File: src/hdl/csbd_pkg.sv
package csbd_pkg;
    localparam int NUM_BANKS = 4;
    localparam int MASK_BITS = 17;
    localparam int MASK_LSB = 15;
    localparam int WAIT_W = 5;
    localparam logic [4:0] WAIT_MAX = 5'h1E;
    localparam logic [2:0] EXT_MASTER_TYPE = 3'h4;
    localparam logic [1:0] PS_32 = 2'h0;
    localparam logic [1:0] PS_8 = 2'h1;
    localparam logic [1:0] PS_16 = 2'h2;
    localparam logic [1:0] SIZE_BYTE = 2'h0;
    localparam logic [1:0] SIZE_HALF = 2'h1;
    localparam logic [1:0] SIZE_WORD = 2'h2;
    localparam logic [3:0] BEATS_SHORT = 4'h4;
    localparam logic [3:0] BEATS_LONG = 4'h8;
    localparam logic [2:0] BEAT_LAST_IN_LINE = 3'h7;
    localparam logic [5:0] BASE_CYCLES = 6'h2;
    localparam logic [3:0] STRB_IDLE = 4'hF;
    localparam logic [NUM_BANKS-1:0] CS_IDLE = 4'hF;
    localparam logic [3:0] WPE_RESET = 4'h0;
    localparam logic BOOT_VALID_RESET = 1'b1;
    typedef enum logic [1:0] {
        CSBD_IDLE,
        CSBD_WAIT,
        CSBD_EXT,
        CSBD_BDONE
    } csbd_state_e;
endpackage : csbd_pkg

File: src/hdl/csbd_match.sv
`timescale 1ns/1ps
module csbd_match (
    input wire logic [31:0] addr_i,
    input wire logic [2:0] atype_i,
    input wire logic [31:0] base_i,
    input wire logic [16:0] amask_i,
    input wire logic [2:0] at_val_i,
    input wire logic [2:0] at_mask_i,
    input wire logic valid_i,
    output logic hit_o
);
    logic addr_eq;
    logic type_eq;
    always_comb begin
        // low 15 bits never compared: 32 Kbyte smallest block
        addr_eq = (((addr_i[31:csbd_pkg::MASK_LSB] ^
                     base_i[31:csbd_pkg::MASK_LSB]) & amask_i) ==
                   17'h0);
        // zero mask means any type matches
        type_eq = (((atype_i ^ at_val_i) & at_mask_i) == 3'h0);
        hit_o = valid_i && addr_eq && type_eq;
    end
endmodule : csbd_match

File: src/hdl/csbd_top.sv
`timescale 1ns/1ps
module csbd_top (
    input wire logic clk_i,
    input wire logic nrst_i,
    input wire logic req_i,
    input wire logic mem_transfer_start_n_i,
    input wire logic ext_master_i,
    input wire logic [31:0] addr_i,
    input wire logic [2:0] atype_i,
    input wire logic rd_wr_n_i,
    input wire logic [1:0] size_i,
    input wire logic burst_i,
    input wire logic dual_map_hit_i,
    input wire logic burst_en_i,
    input wire logic late_burst_continue_strobe_i,
    input wire logic burst_continue_strobe_n_i,
    input wire logic transfer_ack_n_i,
    input wire logic transfer_error_ack_n_i,
    input wire logic wpe_clear_i,
    input wire logic [127:0] bank_base_reg_i,
    input wire logic [67:0] addr_mask_i,
    input wire logic [11:0] address_type_value_i,
    input wire logic [11:0] address_type_mask_i,
    input wire logic [3:0] bank_valid_i,
    input wire logic [7:0] port_size_field_i,
    input wire logic [3:0] write_protect_i,
    input wire logic [3:0] no_burst_flag_i,
    input wire logic [3:0] burst_size_sel_i,
    input wire logic [19:0] wait_count_field_i,
    input wire logic [19:0] burst_wait_field_i,
    input wire logic [3:0] relaxed_timing_i,
    input wire logic [3:0] external_ack_select_i,
    output logic [3:0] chip_sel_n_o,
    output logic [3:0] write_byte_strobe_n_o,
    output logic oe_n_o,
    output logic int_ack_o,
    output logic busy_o,
    output logic no_match_o,
    output logic size_error_o,
    output logic burst_continue_strobe_o,
    output logic [1:0] active_bank_o,
    output logic [3:0] mem_status_reg_o
);
    localparam int NB = csbd_pkg::NUM_BANKS;

    // pins pass two flops; bit 0 start, 1 burst, 2 ack, 3 error
    logic [3:0] sync1_r, sync1_nxt, sync2_r, sync2_nxt;

    csbd_pkg::csbd_state_e state_r, state_nxt;
    logic [3:0] cs_n_r, cs_n_nxt;
    logic [3:0] we_n_r, we_n_nxt;
    logic oe_n_r, oe_n_nxt;
    logic ack_r, ack_nxt;
    logic nomatch_r, nomatch_nxt;
    logic szerr_r, szerr_nxt;
    logic burst_continue_strobe_r, burst_continue_strobe_nxt;
    logic [1:0] bank_r, bank_nxt;
    logic [3:0] wpe_r, wpe_nxt;
    logic [5:0] cnt_r, cnt_nxt;
    logic [3:0] beats_r, beats_nxt;
    logic [2:0] word_r, word_nxt;
    logic burst_r, burst_nxt;
    logic busy_r, busy_nxt;

    logic [2:0] eff_type;
    logic [NB-1:0] hit;
    logic any_hit;
    logic [1:0] sel;
    logic start;
    logic sel_burst;
    logic size_ok;
    logic [5:0] wait_cyc;
    logic [5:0] bwait_cyc;

    function automatic logic size_allowed(input logic [1:0] ps,
                                          input logic [1:0] sz,
                                          input logic [1:0] a);
        logic ok;
        ok = 1'b0;
        case (ps)
            csbd_pkg::PS_8: ok = (sz == csbd_pkg::SIZE_BYTE);
            csbd_pkg::PS_16: ok = (sz == csbd_pkg::SIZE_BYTE) ||
                              (sz == csbd_pkg::SIZE_HALF && !a[1]);
            default: ok = (sz == csbd_pkg::SIZE_BYTE) ||
                          (sz == csbd_pkg::SIZE_HALF && !a[0]) ||
                          (sz == csbd_pkg::SIZE_WORD && a == 2'h0);
        endcase
        return ok;
    endfunction : size_allowed

    function automatic logic [3:0] lanes(input logic [1:0] sz,
                                         input logic [1:0] a);
        logic [3:0] l;
        l = 4'h0;
        case (sz)
            csbd_pkg::SIZE_BYTE: l = 4'h8 >> a;
            csbd_pkg::SIZE_HALF: l = a[1] ? 4'h3 : 4'hC;
            default: l = 4'hF;
        endcase
        return l;
    endfunction : lanes

    function automatic logic [5:0] waits(input logic [4:0] w,
                                         input logic rlx);
        logic [4:0] c;
        c = (w > csbd_pkg::WAIT_MAX) ? csbd_pkg::WAIT_MAX : w;
        return rlx ? {c, 1'b0} : {1'b0, c};
    endfunction : waits

    // external master requests see type 100
    assign eff_type = ext_master_i ? csbd_pkg::EXT_MASTER_TYPE
                                   : atype_i;

    genvar g;
    generate
        for (g = 0; g < NB; g++) begin : g_bank
            logic bank_ok;
            // boot bank valid out of reset via bank_valid strap tie
            assign bank_ok = bank_valid_i[g];
            csbd_match u_match (
                .addr_i(addr_i),
                .atype_i(eff_type),
                .base_i(bank_base_reg_i[32*g +: 32]),
                .amask_i(addr_mask_i[17*g +: 17]),
                .at_val_i(address_type_value_i[3*g +: 3]),
                .at_mask_i(address_type_mask_i[3*g +: 3]),
                .valid_i(bank_ok),
                .hit_o(hit[g])
            );
        end
    endgenerate

    always_comb begin
        // lowest bank wins; dual mapping hides all banks
        sel = 2'h0;
        if (hit[0]) begin
            sel = 2'h0;
        end else if (hit[1]) begin
            sel = 2'h1;
        end else if (hit[2]) begin
            sel = 2'h2;
        end else begin
            sel = 2'h3;
        end
        any_hit = (|hit) && !dual_map_hit_i;
    end

    // internal request or other-bus transfer start
    assign start = req_i || !sync2_r[0];
    assign size_ok = size_allowed(port_size_field_i[2*sel +: 2], size_i,
                                  addr_i[1:0]);
    assign sel_burst = burst_i && rd_wr_n_i &&
                       !no_burst_flag_i[sel];
    assign wait_cyc = waits(wait_count_field_i[5*sel +: 5],
                            relaxed_timing_i[sel]);
    assign bwait_cyc = waits(burst_wait_field_i[5*bank_r +: 5],
                             relaxed_timing_i[bank_r]);

    always_comb begin
        sync1_nxt = {transfer_error_ack_n_i, transfer_ack_n_i,
                     burst_continue_strobe_n_i, mem_transfer_start_n_i};
        sync2_nxt = sync1_r;
    end

    always_comb begin
        state_nxt = state_r;
        cs_n_nxt = cs_n_r;
        we_n_nxt = we_n_r;
        oe_n_nxt = oe_n_r;
        ack_nxt = 1'b0;
        nomatch_nxt = nomatch_r;
        szerr_nxt = szerr_r;
        burst_continue_strobe_nxt = burst_continue_strobe_r;
        bank_nxt = bank_r;
        wpe_nxt = wpe_r & ~{4{wpe_clear_i}};
        cnt_nxt = cnt_r;
        beats_nxt = beats_r;
        word_nxt = word_r;
        burst_nxt = burst_r;
        case (state_r)
            csbd_pkg::CSBD_IDLE: begin
                if (start) begin
                    nomatch_nxt = 1'b0;
                    szerr_nxt = 1'b0;
                    if (any_hit && !rd_wr_n_i && write_protect_i[sel]) begin
                        // set beats clear in same cycle
                        wpe_nxt[sel] = 1'b1;
                        nomatch_nxt = 1'b1;
                    end else if (!any_hit) begin
                        // bus interface runs the cycle, bursts too
                        nomatch_nxt = 1'b1;
                    end else if (!size_ok) begin
                        szerr_nxt = 1'b1;
                    end else begin
                        bank_nxt = sel;
                        cs_n_nxt = ~(4'h1 << sel);
                        oe_n_nxt = !rd_wr_n_i;
                        we_n_nxt = rd_wr_n_i ? csbd_pkg::STRB_IDLE
                                   : ~lanes(size_i, addr_i[1:0]);
                        burst_nxt = sel_burst;
                        // bursts run eight beats only with burst_en_i and size select, else four
                        beats_nxt = (burst_en_i && burst_size_sel_i[sel])
                                    ? csbd_pkg::BEATS_LONG
                                    : csbd_pkg::BEATS_SHORT;
                        word_nxt = addr_i[4:2];
                        burst_continue_strobe_nxt = sel_burst && !late_burst_continue_strobe_i;
                        cnt_nxt = csbd_pkg::BASE_CYCLES - 6'h1 + wait_cyc;
                        state_nxt = external_ack_select_i[sel]
                                    ? csbd_pkg::CSBD_EXT
                                    : csbd_pkg::CSBD_WAIT;
                    end
                end
            end
            csbd_pkg::CSBD_WAIT: begin
                // strobes held across beats until the access terminates
                if (!sync2_r[3]) begin
                    state_nxt = csbd_pkg::CSBD_BDONE;
                end else if (cnt_r > 6'h1) begin
                    cnt_nxt = cnt_r - 6'h1;
                    if (burst_r && late_burst_continue_strobe_i) begin
                        burst_continue_strobe_nxt = 1'b1;
                    end
                end else begin
                    ack_nxt = 1'b1;
                    beats_nxt = beats_r - 4'h1;
                    word_nxt = word_r + 3'h1;
                    // external master ends burst with its own strobe
                    if (burst_r && beats_r > 4'h1 &&
                        word_r != csbd_pkg::BEAT_LAST_IN_LINE &&
                        !(ext_master_i && sync2_r[1])) begin
                        cnt_nxt = bwait_cyc + 6'h1;
                    end else begin
                        state_nxt = csbd_pkg::CSBD_BDONE;
                    end
                end
            end
            csbd_pkg::CSBD_EXT: begin
                // device sets the wait states with its acknowledge
                if (!sync2_r[2] || !sync2_r[3]) begin
                    state_nxt = csbd_pkg::CSBD_BDONE;
                end
            end
            csbd_pkg::CSBD_BDONE: begin
                cs_n_nxt = csbd_pkg::CS_IDLE;
                we_n_nxt = csbd_pkg::STRB_IDLE;
                oe_n_nxt = 1'b1;
                burst_continue_strobe_nxt = 1'b0;
                burst_nxt = 1'b0;
                state_nxt = csbd_pkg::CSBD_IDLE;
            end
            default: state_nxt = csbd_pkg::CSBD_IDLE;
        endcase
        busy_nxt = (state_nxt != csbd_pkg::CSBD_IDLE);
    end

    always_ff @(posedge clk_i) begin
        if (!nrst_i) begin
            sync1_r <= 4'hF;
            sync2_r <= 4'hF;
            state_r <= csbd_pkg::CSBD_IDLE;
            cs_n_r <= csbd_pkg::CS_IDLE;
            we_n_r <= csbd_pkg::STRB_IDLE;
            oe_n_r <= 1'b1;
            ack_r <= 1'b0;
            nomatch_r <= 1'b0;
            szerr_r <= 1'b0;
            burst_continue_strobe_r <= 1'b0;
            bank_r <= 2'h0;
            wpe_r <= csbd_pkg::WPE_RESET;
            cnt_r <= 6'h0;
            beats_r <= 4'h0;
            word_r <= 3'h0;
            burst_r <= 1'b0;
            busy_r <= 1'b0;
        end else begin
            sync1_r <= sync1_nxt;
            sync2_r <= sync2_nxt;
            state_r <= state_nxt;
            cs_n_r <= cs_n_nxt;
            we_n_r <= we_n_nxt;
            oe_n_r <= oe_n_nxt;
            ack_r <= ack_nxt;
            nomatch_r <= nomatch_nxt;
            szerr_r <= szerr_nxt;
            burst_continue_strobe_r <= burst_continue_strobe_nxt;
            bank_r <= bank_nxt;
            wpe_r <= wpe_nxt;
            cnt_r <= cnt_nxt;
            beats_r <= beats_nxt;
            word_r <= word_nxt;
            burst_r <= burst_nxt;
            busy_r <= busy_nxt;
        end
    end

    assign chip_sel_n_o = cs_n_r;
    assign write_byte_strobe_n_o = we_n_r;
    assign oe_n_o = oe_n_r;
    assign int_ack_o = ack_r;
    assign busy_o = busy_r;
    assign no_match_o = nomatch_r;
    assign size_error_o = szerr_r;
    assign burst_continue_strobe_o = burst_continue_strobe_r;
    assign active_bank_o = bank_r;
    assign mem_status_reg_o = wpe_r;
endmodule : csbd_top

File: config.mk
export PLATFORM = sky130hd
export DESIGN_NAME = csbd_top
export DESIGN_NICKNAME = d
export VERILOG_FILES = /design/src/hdl/csbd_pkg.sv /design/src/hdl/csbd_match.sv /design/src/hdl/csbd_top.sv
export SDC_FILE = /design/constraint.sdc
export NUM_CORES = 1
export LEC_CHECK = 0
export ABC_AREA = 0
export ABC_CLOCK_PERIOD_IN_PS = 4000
export BUFFER_PORTS_ARGS = -buffer_cell sky130_fd_sc_hd__buf_2
export CAP_MARGIN = 20
export CORE_AREA = 2 2 141 143
export CTS_CLUSTER_DIAMETER = 200
export DETAILED_ROUTE_END_ITERATION = 7
export DIE_AREA = 0 0 143 145
export PLACE_DENSITY = 0.5
export SYNTH_ARGS = -nofsm -noshare
export SYNTH_HDL_FRONTEND = slang
export SYNTH_HIERARCHICAL = 1
export SYNTH_SLANG_ARGS = --single-unit
File: constraint.sdc
create_clock -name clk_i -period 4 [get_ports clk_i]
set_input_delay 0 -clock clk_i [delete_from_list [all_inputs] [get_ports clk_i]]
set_output_delay 0 -clock clk_i [all_outputs]
set_load 0.01 [all_outputs]
After elaboration in Yosys (flattened, before gate mapping)
Cells that the tools add are included.
{"block": "totals", "register_bits": 44, "input_bits": 343, "out_inout_bits": 20, "wordCells": 238}
{"block": "classes", "addsub": 5, "n_mul": 2, "n_lt_le_gt_ge": 7, "eq_ne": 17, "shift": 5, "n_mux": 101, "bitwise": 22, "reduce_logical": 62}
{"operator": "4-bit 2-to-1 mux", "n": 25}
{"operator": "17-bit bitwise AND", "n": 4}
{"operator": "17-bit zero test", "n": 4}
{"operator": "17-bit XOR", "n": 4}
{"operator": "6-bit 2-to-1 mux", "n": 9}
{"operator": "20-bit by 6-bit indexed part select with 5-bit output", "n": 2}
{"operator": "4-bit case mux with 2 select lines", "n": 4}
{"operator": "1-bit 2-to-1 mux", "n": 29}
{"operator": "1-bit logical AND", "n": 24}
{"operator": "2-bit 2-to-1 mux", "n": 11}
{"operator": "3-bit 2-to-1 mux", "n": 7}
{"operator": "2-bit inequality test (second input constant)", "n": 8}
{"operator": "7-bit AND reduction", "n": 2}
{"operator": "3-bit bitwise AND", "n": 4}
{"operator": "1-bit binary-select mux with 2-bit select", "n": 6}
{"operator": "3-bit zero test", "n": 4}
{"operator": "4-bit inverter", "n": 3}
{"operator": "6-bit case mux with 2 select lines", "n": 1}
{"operator": "3-bit XOR", "n": 4}
{"operator": "5-bit > comparator (second input constant)", "n": 2}
{"operator": "1-bit zero test", "n": 10}
{"operator": "3-bit by 2-bit multiplier with 5-bit output (first input constant)", "n": 2}
{"operator": "5-bit 2-to-1 mux", "n": 2}
{"operator": "5-bit AND reduction", "n": 2}
{"operator": "31 further kinds", "n": 48}

Logic depth before layout (Yosys ltp)
{"block": "logic_depth", "depth_word": 23, "ltp_mapped": 21, "ltp_nobuf": 18}

Modules after synthesis
Netlist, hierarchy kept.
{"module": "csbd_top", "n_inst": 1, "cells_per_inst": 372, "area_each_um2": 2990.4, "seq_area_each_um2": 880.8}
{"module": "csbd_match", "n_inst": 4, "cells_per_inst": 35, "area_each_um2": 280.3, "seq_area_each_um2": 0.0}

Least setup slack after synthesis
No wires, ideal clock.
{"block": "synth_timing", "kind": "in2reg", "startpoint": "in ext_master_i", "endpoint": "reg we_n_r[2] (netlist: write_byte_strobe_n_o[2])", "arrival_ps": 3440, "required_time_ps": 3853, "slack_ps": 413, "stages": 19, "path_buffers": 3, "path_cell_list": "or2_2 -> xor2_1 -> a22oi_1 -> nand3_1 -> nor4_2 -> buf_2 -> buf_2 -> nor2b_1 -> a22oi_1 -> nor2_1 -> a221oi_1 -> ha_1 -> nor3b_1 -> o21ai_0 -> a211oi_1 -> nand2_1 -> buf_2 -> nand2_1 -> o211ai_1"}
{"block": "synth_via", "word_cells_on_any_way": 34, "classes_between": "eq/ne: 5; shift: 1; mux: 7; bitwise: 8; reduce/logical: 13"}
{"item": "start, declared", "line_no": "csbd_top.sv:7", "source": "input wire logic ext_master_i,"}
{"item": "3-bit 2-to-1 mux *", "line_no": "csbd_top.sv:111", "source": "assign eff_type = ext_master_i ? csbd_pkg::EXT_MASTER_TYPE"}
{"item": "3-bit XOR *", "line_no": "csbd_match.sv:20", "source": "type_eq = (((atype_i ^ at_val_i) & at_mask_i) == 3'h0);"}
{"item": "3-bit bitwise AND *", "line_no": "csbd_match.sv:20"}
{"item": "3-bit zero test *", "line_no": "csbd_match.sv:20"}
{"item": "1-bit logical AND *", "line_no": "csbd_match.sv:21", "source": "hit_o = valid_i && addr_eq && type_eq;"}
{"item": "net hit[1]", "line_no": "csbd_top.sv:66", "source": "logic [NB-1:0] hit;"}
{"item": "2-bit 2-to-1 mux", "line_no": "csbd_top.sv:138", "source": "end else if (hit[1]) begin"}
{"item": "2-bit 2-to-1 mux", "line_no": "csbd_top.sv:136", "source": "if (hit[0]) begin"}
{"item": "8-bit by 4-bit indexed part select with 2-bit output or 1-bit binary-select mux with 2-bit select (tied branches)", "line_no": "csbd_top.sv:150, csbd_top.sv:185"}
{"item": "2-bit equality test (tied with other cells)", "line_no": "csbd_top.sv:80", "source": "case (ps)"}
{"item": "1-bit case mux with 2 select lines or 1-bit logical AND (tied branches)", "line_no": "csbd_top.sv:80, csbd_top.sv:185"}
{"item": "2-bit inequality test (no source line)"}
{"item": "5-bit AND reduction (no source line) *"}
{"item": "end signal, assigned", "line_no": "csbd_top.sv:262", "source": "we_n_r <= csbd_pkg::STRB_IDLE;"}
{"item": "end signal, assigned", "line_no": "csbd_top.sv:280", "source": "we_n_r <= we_n_nxt;"}
{"item": "end, declared", "line_no": "csbd_top.sv:51", "source": "logic [3:0] we_n_r, we_n_nxt;"}
Mark *: on every way through the listed nets, which the timed path passes. The rest lies on a longest branch. The select of a mux whose other input is x is not followed.
A chain may end at the register's enable or synchronous reset.

Worst setup path in the final report
{"block": "layout_timing", "startpoint": "in ext_master_i", "endpoint": "reg cnt_r[4]"}
{"block": "layout_via", "elab_chain_cells": 19, "word_cells_on_any_way": 51, "classes_between": "add/sub: 1; mul: 1; order compare: 1; eq/ne: 6; shift: 2; mux: 16; bitwise: 8; reduce/logical: 16"}
{"item": "3-bit 2-to-1 mux *", "line_no": "csbd_top.sv:111"}
{"item": "net eff_type[2]", "line_no": "csbd_top.sv:65", "source": "logic [2:0] eff_type;"}
{"item": "3-bit XOR *", "line_no": "csbd_match.sv:20"}
{"item": "3-bit bitwise AND *", "line_no": "csbd_match.sv:20"}
{"item": "3-bit zero test *", "line_no": "csbd_match.sv:20"}
{"item": "1-bit logical AND *", "line_no": "csbd_match.sv:21"}
{"item": "net hit[2]", "line_no": "csbd_top.sv:66"}
{"item": "1-bit 2-to-1 mux", "line_no": "csbd_top.sv:140", "source": "end else if (hit[2]) begin"}
{"item": "[5 not listed]"}
{"item": "5-bit 2-to-1 mux", "line_no": "csbd_top.sv:106", "source": "c = (w > csbd_pkg::WAIT_MAX) ? csbd_pkg::WAIT_MAX : w;"}
{"item": "6-bit 2-to-1 mux", "line_no": "csbd_top.sv:107", "source": "return rlx ? {c, 1'b0} : {1'b0, c};"}
{"item": "1-bit by 6-bit adder with 6-bit output", "line_no": "csbd_top.sv:207", "source": "cnt_nxt = csbd_pkg::BASE_CYCLES - 6'h1 + wait_cyc;"}
{"item": "6-bit 2-to-1 mux", "line_no": "csbd_top.sv:192", "source": "end else if (!size_ok) begin"}
{"item": "6-bit 2-to-1 mux", "line_no": "csbd_top.sv:189", "source": "end else if (!any_hit) begin"}
{"item": "6-bit 2-to-1 mux", "line_no": "csbd_top.sv:185", "source": "if (any_hit && !rd_wr_n_i && write_protect_i[sel]) begin"}
{"item": "6-bit 2-to-1 mux", "line_no": "csbd_top.sv:182", "source": "if (start) begin"}
{"item": "6-bit case mux with 2 select lines", "line_no": "csbd_top.sv:180", "source": "case (state_r)"}
{"item": "end signal, assigned", "line_no": "csbd_top.sv:288", "source": "cnt_r <= cnt_nxt;"}
{"item": "end, declared", "line_no": "csbd_top.sv:59", "source": "logic [5:0] cnt_r, cnt_nxt;"}
Marks and branches as above.

==> results.md <==
* Final setup fails at 0
* PnR Total Power at between 1000 and 1500 uW
* Pwr Density at 215 nW/um2
* Post-DP HPWL at 16200 um
* Sequential element share of the synthesized area at approximately 21%
* Setup crit start kind: input pin
* Top fanout value on the critical path at 6
* Post-synth EDFFs at 0
* Max-slew headroom at 51.1%
* Leak at 0.00308 uW
* Row Count at 51
* Synth cell types at a little under 70
* Unrepaired setup endpoints after global routing: no
* Drc violations at 0
* Post-layout util at between 30% and 40%
* Flop-to-flop setup slack at ~1.3 ns
* # Post-CTS Setup Buffers at 0
* Share of post-route cells with drive strength above 1 at between 40% and 50%
* DRT Pass-1 Iters at 6
* Period minus WS final at roughly 3.7 ns
* Later-pin clock latency in the skew report at 0.29 ns
* Nets at 1186
* Max incr delay on CP at 0.47 ns
* Die area at approximately 21000 um2
* Top-count cell post-synth: xor2_1
* Layout area overhead at 55.7%
* CTS Sinks at 44
* Most instantiated cells after synthesis: xor2_1 (84), nand2_1 (54), dfxtp_1 (44)
* Setup CP Type: input pin to register
* Synth Register Bits at between 40 and 50
* Hold_ws at slightly below 0.08 ns
* Area leader, netlist: dfxtp_1
* Most frequent cell on the critical path: buf_4
* Final max-slew violation count at 0
* Vias in the first global route at approximately 5000
* Clock skew at roughly 0.0067 ns
* Count of buffer and inverter cells on the critical path at 5
* Worst hold path type: input pin to register
* Post-Place Cells at 1084
* Fraction of registers with async set/reset at 0%
* Via density at around 4.6
* IO Count at about 360
* Crit path DAT at just under 4 ns
* Syn Nets at ~870
* CTS Buf Count at 5
* Gr ovfl total at 0
* Post-synth top area share at between 20 and 25%
* CORE AREA at 19200 um2
* Most used DFF post-synth: dfxtp_1
* Worst-path clk slew at about 0.060 ns
* # fillers at 2067
* Vias post-DR at between 5000 and 6000
* Clock buffer depth at 2
* Synth warn at 6
* Post-synthesis cell count at roughly 510
* Mean Syn Cell Area at 8.03 um2
* Peak supply drop at about 0.17 mV
* CTS H-tree depth at 2
* Wirelength, routed at between 15000 and 20000 um
* Mapped Area at 4110 um2
* Die width at 143 um
* Root buffer cell: clkbuf_16
* Hold Violations, Final at 0
* CTS tree: done
* Buffers on Ports at 292
* Critical-path top delay cell: a222oi_1
* Part of the cycle the worst path needs at around 93%
* Initial Utilization at between 20 and 25%
* Antenna violations before repair at 3
* WL/cell at ~17 um
* First-pass GRT wire length at around 28000 um
* Status: complete, no violations
* Critical Path Sink Type: register
* CP top delay family: compound AO/OA/AOI/OAI gates
* Post-route insts no fill at ~1100
* Ranking of synthesized cells by area: dfxtp_1 (21%), xor2_1 (18%), a22oi_1 (6.2%), nand2_1 (4.9%), mux4_2 (3.3%)
* Placer Congestion at a little under 0.8
* Fmax at approximately 270 MHz
* Iteration-0 DRC Markers at approximately 210
* Total Routing Usage GR at approximately 18%
* Max-Cap Viols at 0
* CP Cell Sequence: buf_2 -> or2_2 -> buf_4 -> xor2_1 -> a22oi_1 -> nand3_1 -> nor4_4 -> buf_4 -> buf_4 -> mux2_1 -> a222oi_1 -> buf_4 -> nor4_2 -> a21oi_1 -> nor2_1 -> a21oi_1 -> ha_1 -> a221oi_1 -> o41a_1 -> a21oi_1
* Die Span Y at 145 um
* ANT nets after route at 0
* Pin count of the biggest net entering global routing at 23
* Worst-Margin Slew at around 0.73 ns
* Required time worst endpoint at roughly 4.2 ns
[cell usage in the layout, fill, tap and decap left out, types with 16 or more instances in the layout]
cell type	instances
o21ai_0	16
dfxtp_1	44
buf_4	31
nor2_1	33
xor2_1	84
inv_1	17
buf_2	292
a21oi_1	25
nand2_1	54
a22oi_1	34
[where the power goes]
part	leakage (uW)	switching [uW]	internal (uW)	total, uW
Clock	0.0000899	178	355	532
Combinational	0.00264	196	204	400
Sequential	0.000357	2.31	443	445
[area by class of cell]
type / instances / area, um2 / share of cell area [%]
inverters: 18 / 67.6 / 1.06
repair buffers: 332 / 1800 / 28.2
flip-flops and latches: 44 / 881 / 13.8
multi-input cells: 432 / 3130 / 48.8
well taps: 265 / 332 / 5.18
diodes: 3 / 7.51 / 0.117
clock inverters: 2 / 60.1 / 0.938
clock buffers: 5 / 125 / 1.95
[sequential cells by signal, indices dropped and copies added (netlist names)]
register	cells
cnt_r	6
no_match_o	1
burst_r	1
sync2_r	4
oe_n_o	1
busy_o	1
mem_status_reg_o	4
int_ack_o	1
state_r	2
size_error_o	1
word_r	3
beats_r	4
chip_sel_n_o	4
active_bank_o	2
write_byte_strobe_n_o	4
burst_continue_strobe_o	1
sync1_r	4
[per-stage QoR]
step                setup WS, ns  TNS [ns]  cell area, um2
floorplan                  0.413         0            4110
global placement         -0.0855    -0.166            6120
detailed placement        -0.109    -0.199            6120
CTS                        0.167         0            6380
global route              0.0205         0            6400
finish                     0.288         0            6400
[per-layer routing]
layer	vias to the layer above	GRT usage, %	wire, um
li1	2544	-	-
met1	2281	21.8	7950
met2	218	31.8	9350
met3	10	3.20	1300
met4	0	2.57	140
met5	-	0	0
[final timing paths]
check                                 startpoint                  endpoint  depth (start not counted)
worst min-delay path                   size_i[1]  write_byte_strobe_n_o[1]                          4
worst min register to register        sync1_r[1]                sync2_r[1]                          1
worst max register to register  active_bank_o[0]                  cnt_r[4]                          9
worst max-delay path                ext_master_i                  cnt_r[4]                         20
[tightest hold or removal path, stage by stage]
cell      delay [ns]
buf_2           0.11
a21oi_1         0.04
nor2_1          0.08
o211ai_1        0.08
[repair_timing]
item / in CTS / in global routing
resized for setup: 0 / 5
hold endpoints to repair: 7 / 0
endpoints found under the setup margin: 0 / 11
hold buffers: 7 / 0
[cell families (layout without fill, tap and decap cells)]
group | after synthesis | after routing | synth area share, %
DFF | 44 | 44 | 21.4
other | 0 | 3 | 0
buffers and inverters | 36 | 357 | 3.65
muxes | 17 | 17 | 6.06
adders and majority gates | 10 | 10 | 3.04
and+or+nand+nor | 170 | 170 | 21.4
AOI/OAI and AO/OA | 150 | 150 | 26.3
xor gates and xnor gates | 85 | 85 | 18.1
(Power assumes the default switching activity.)
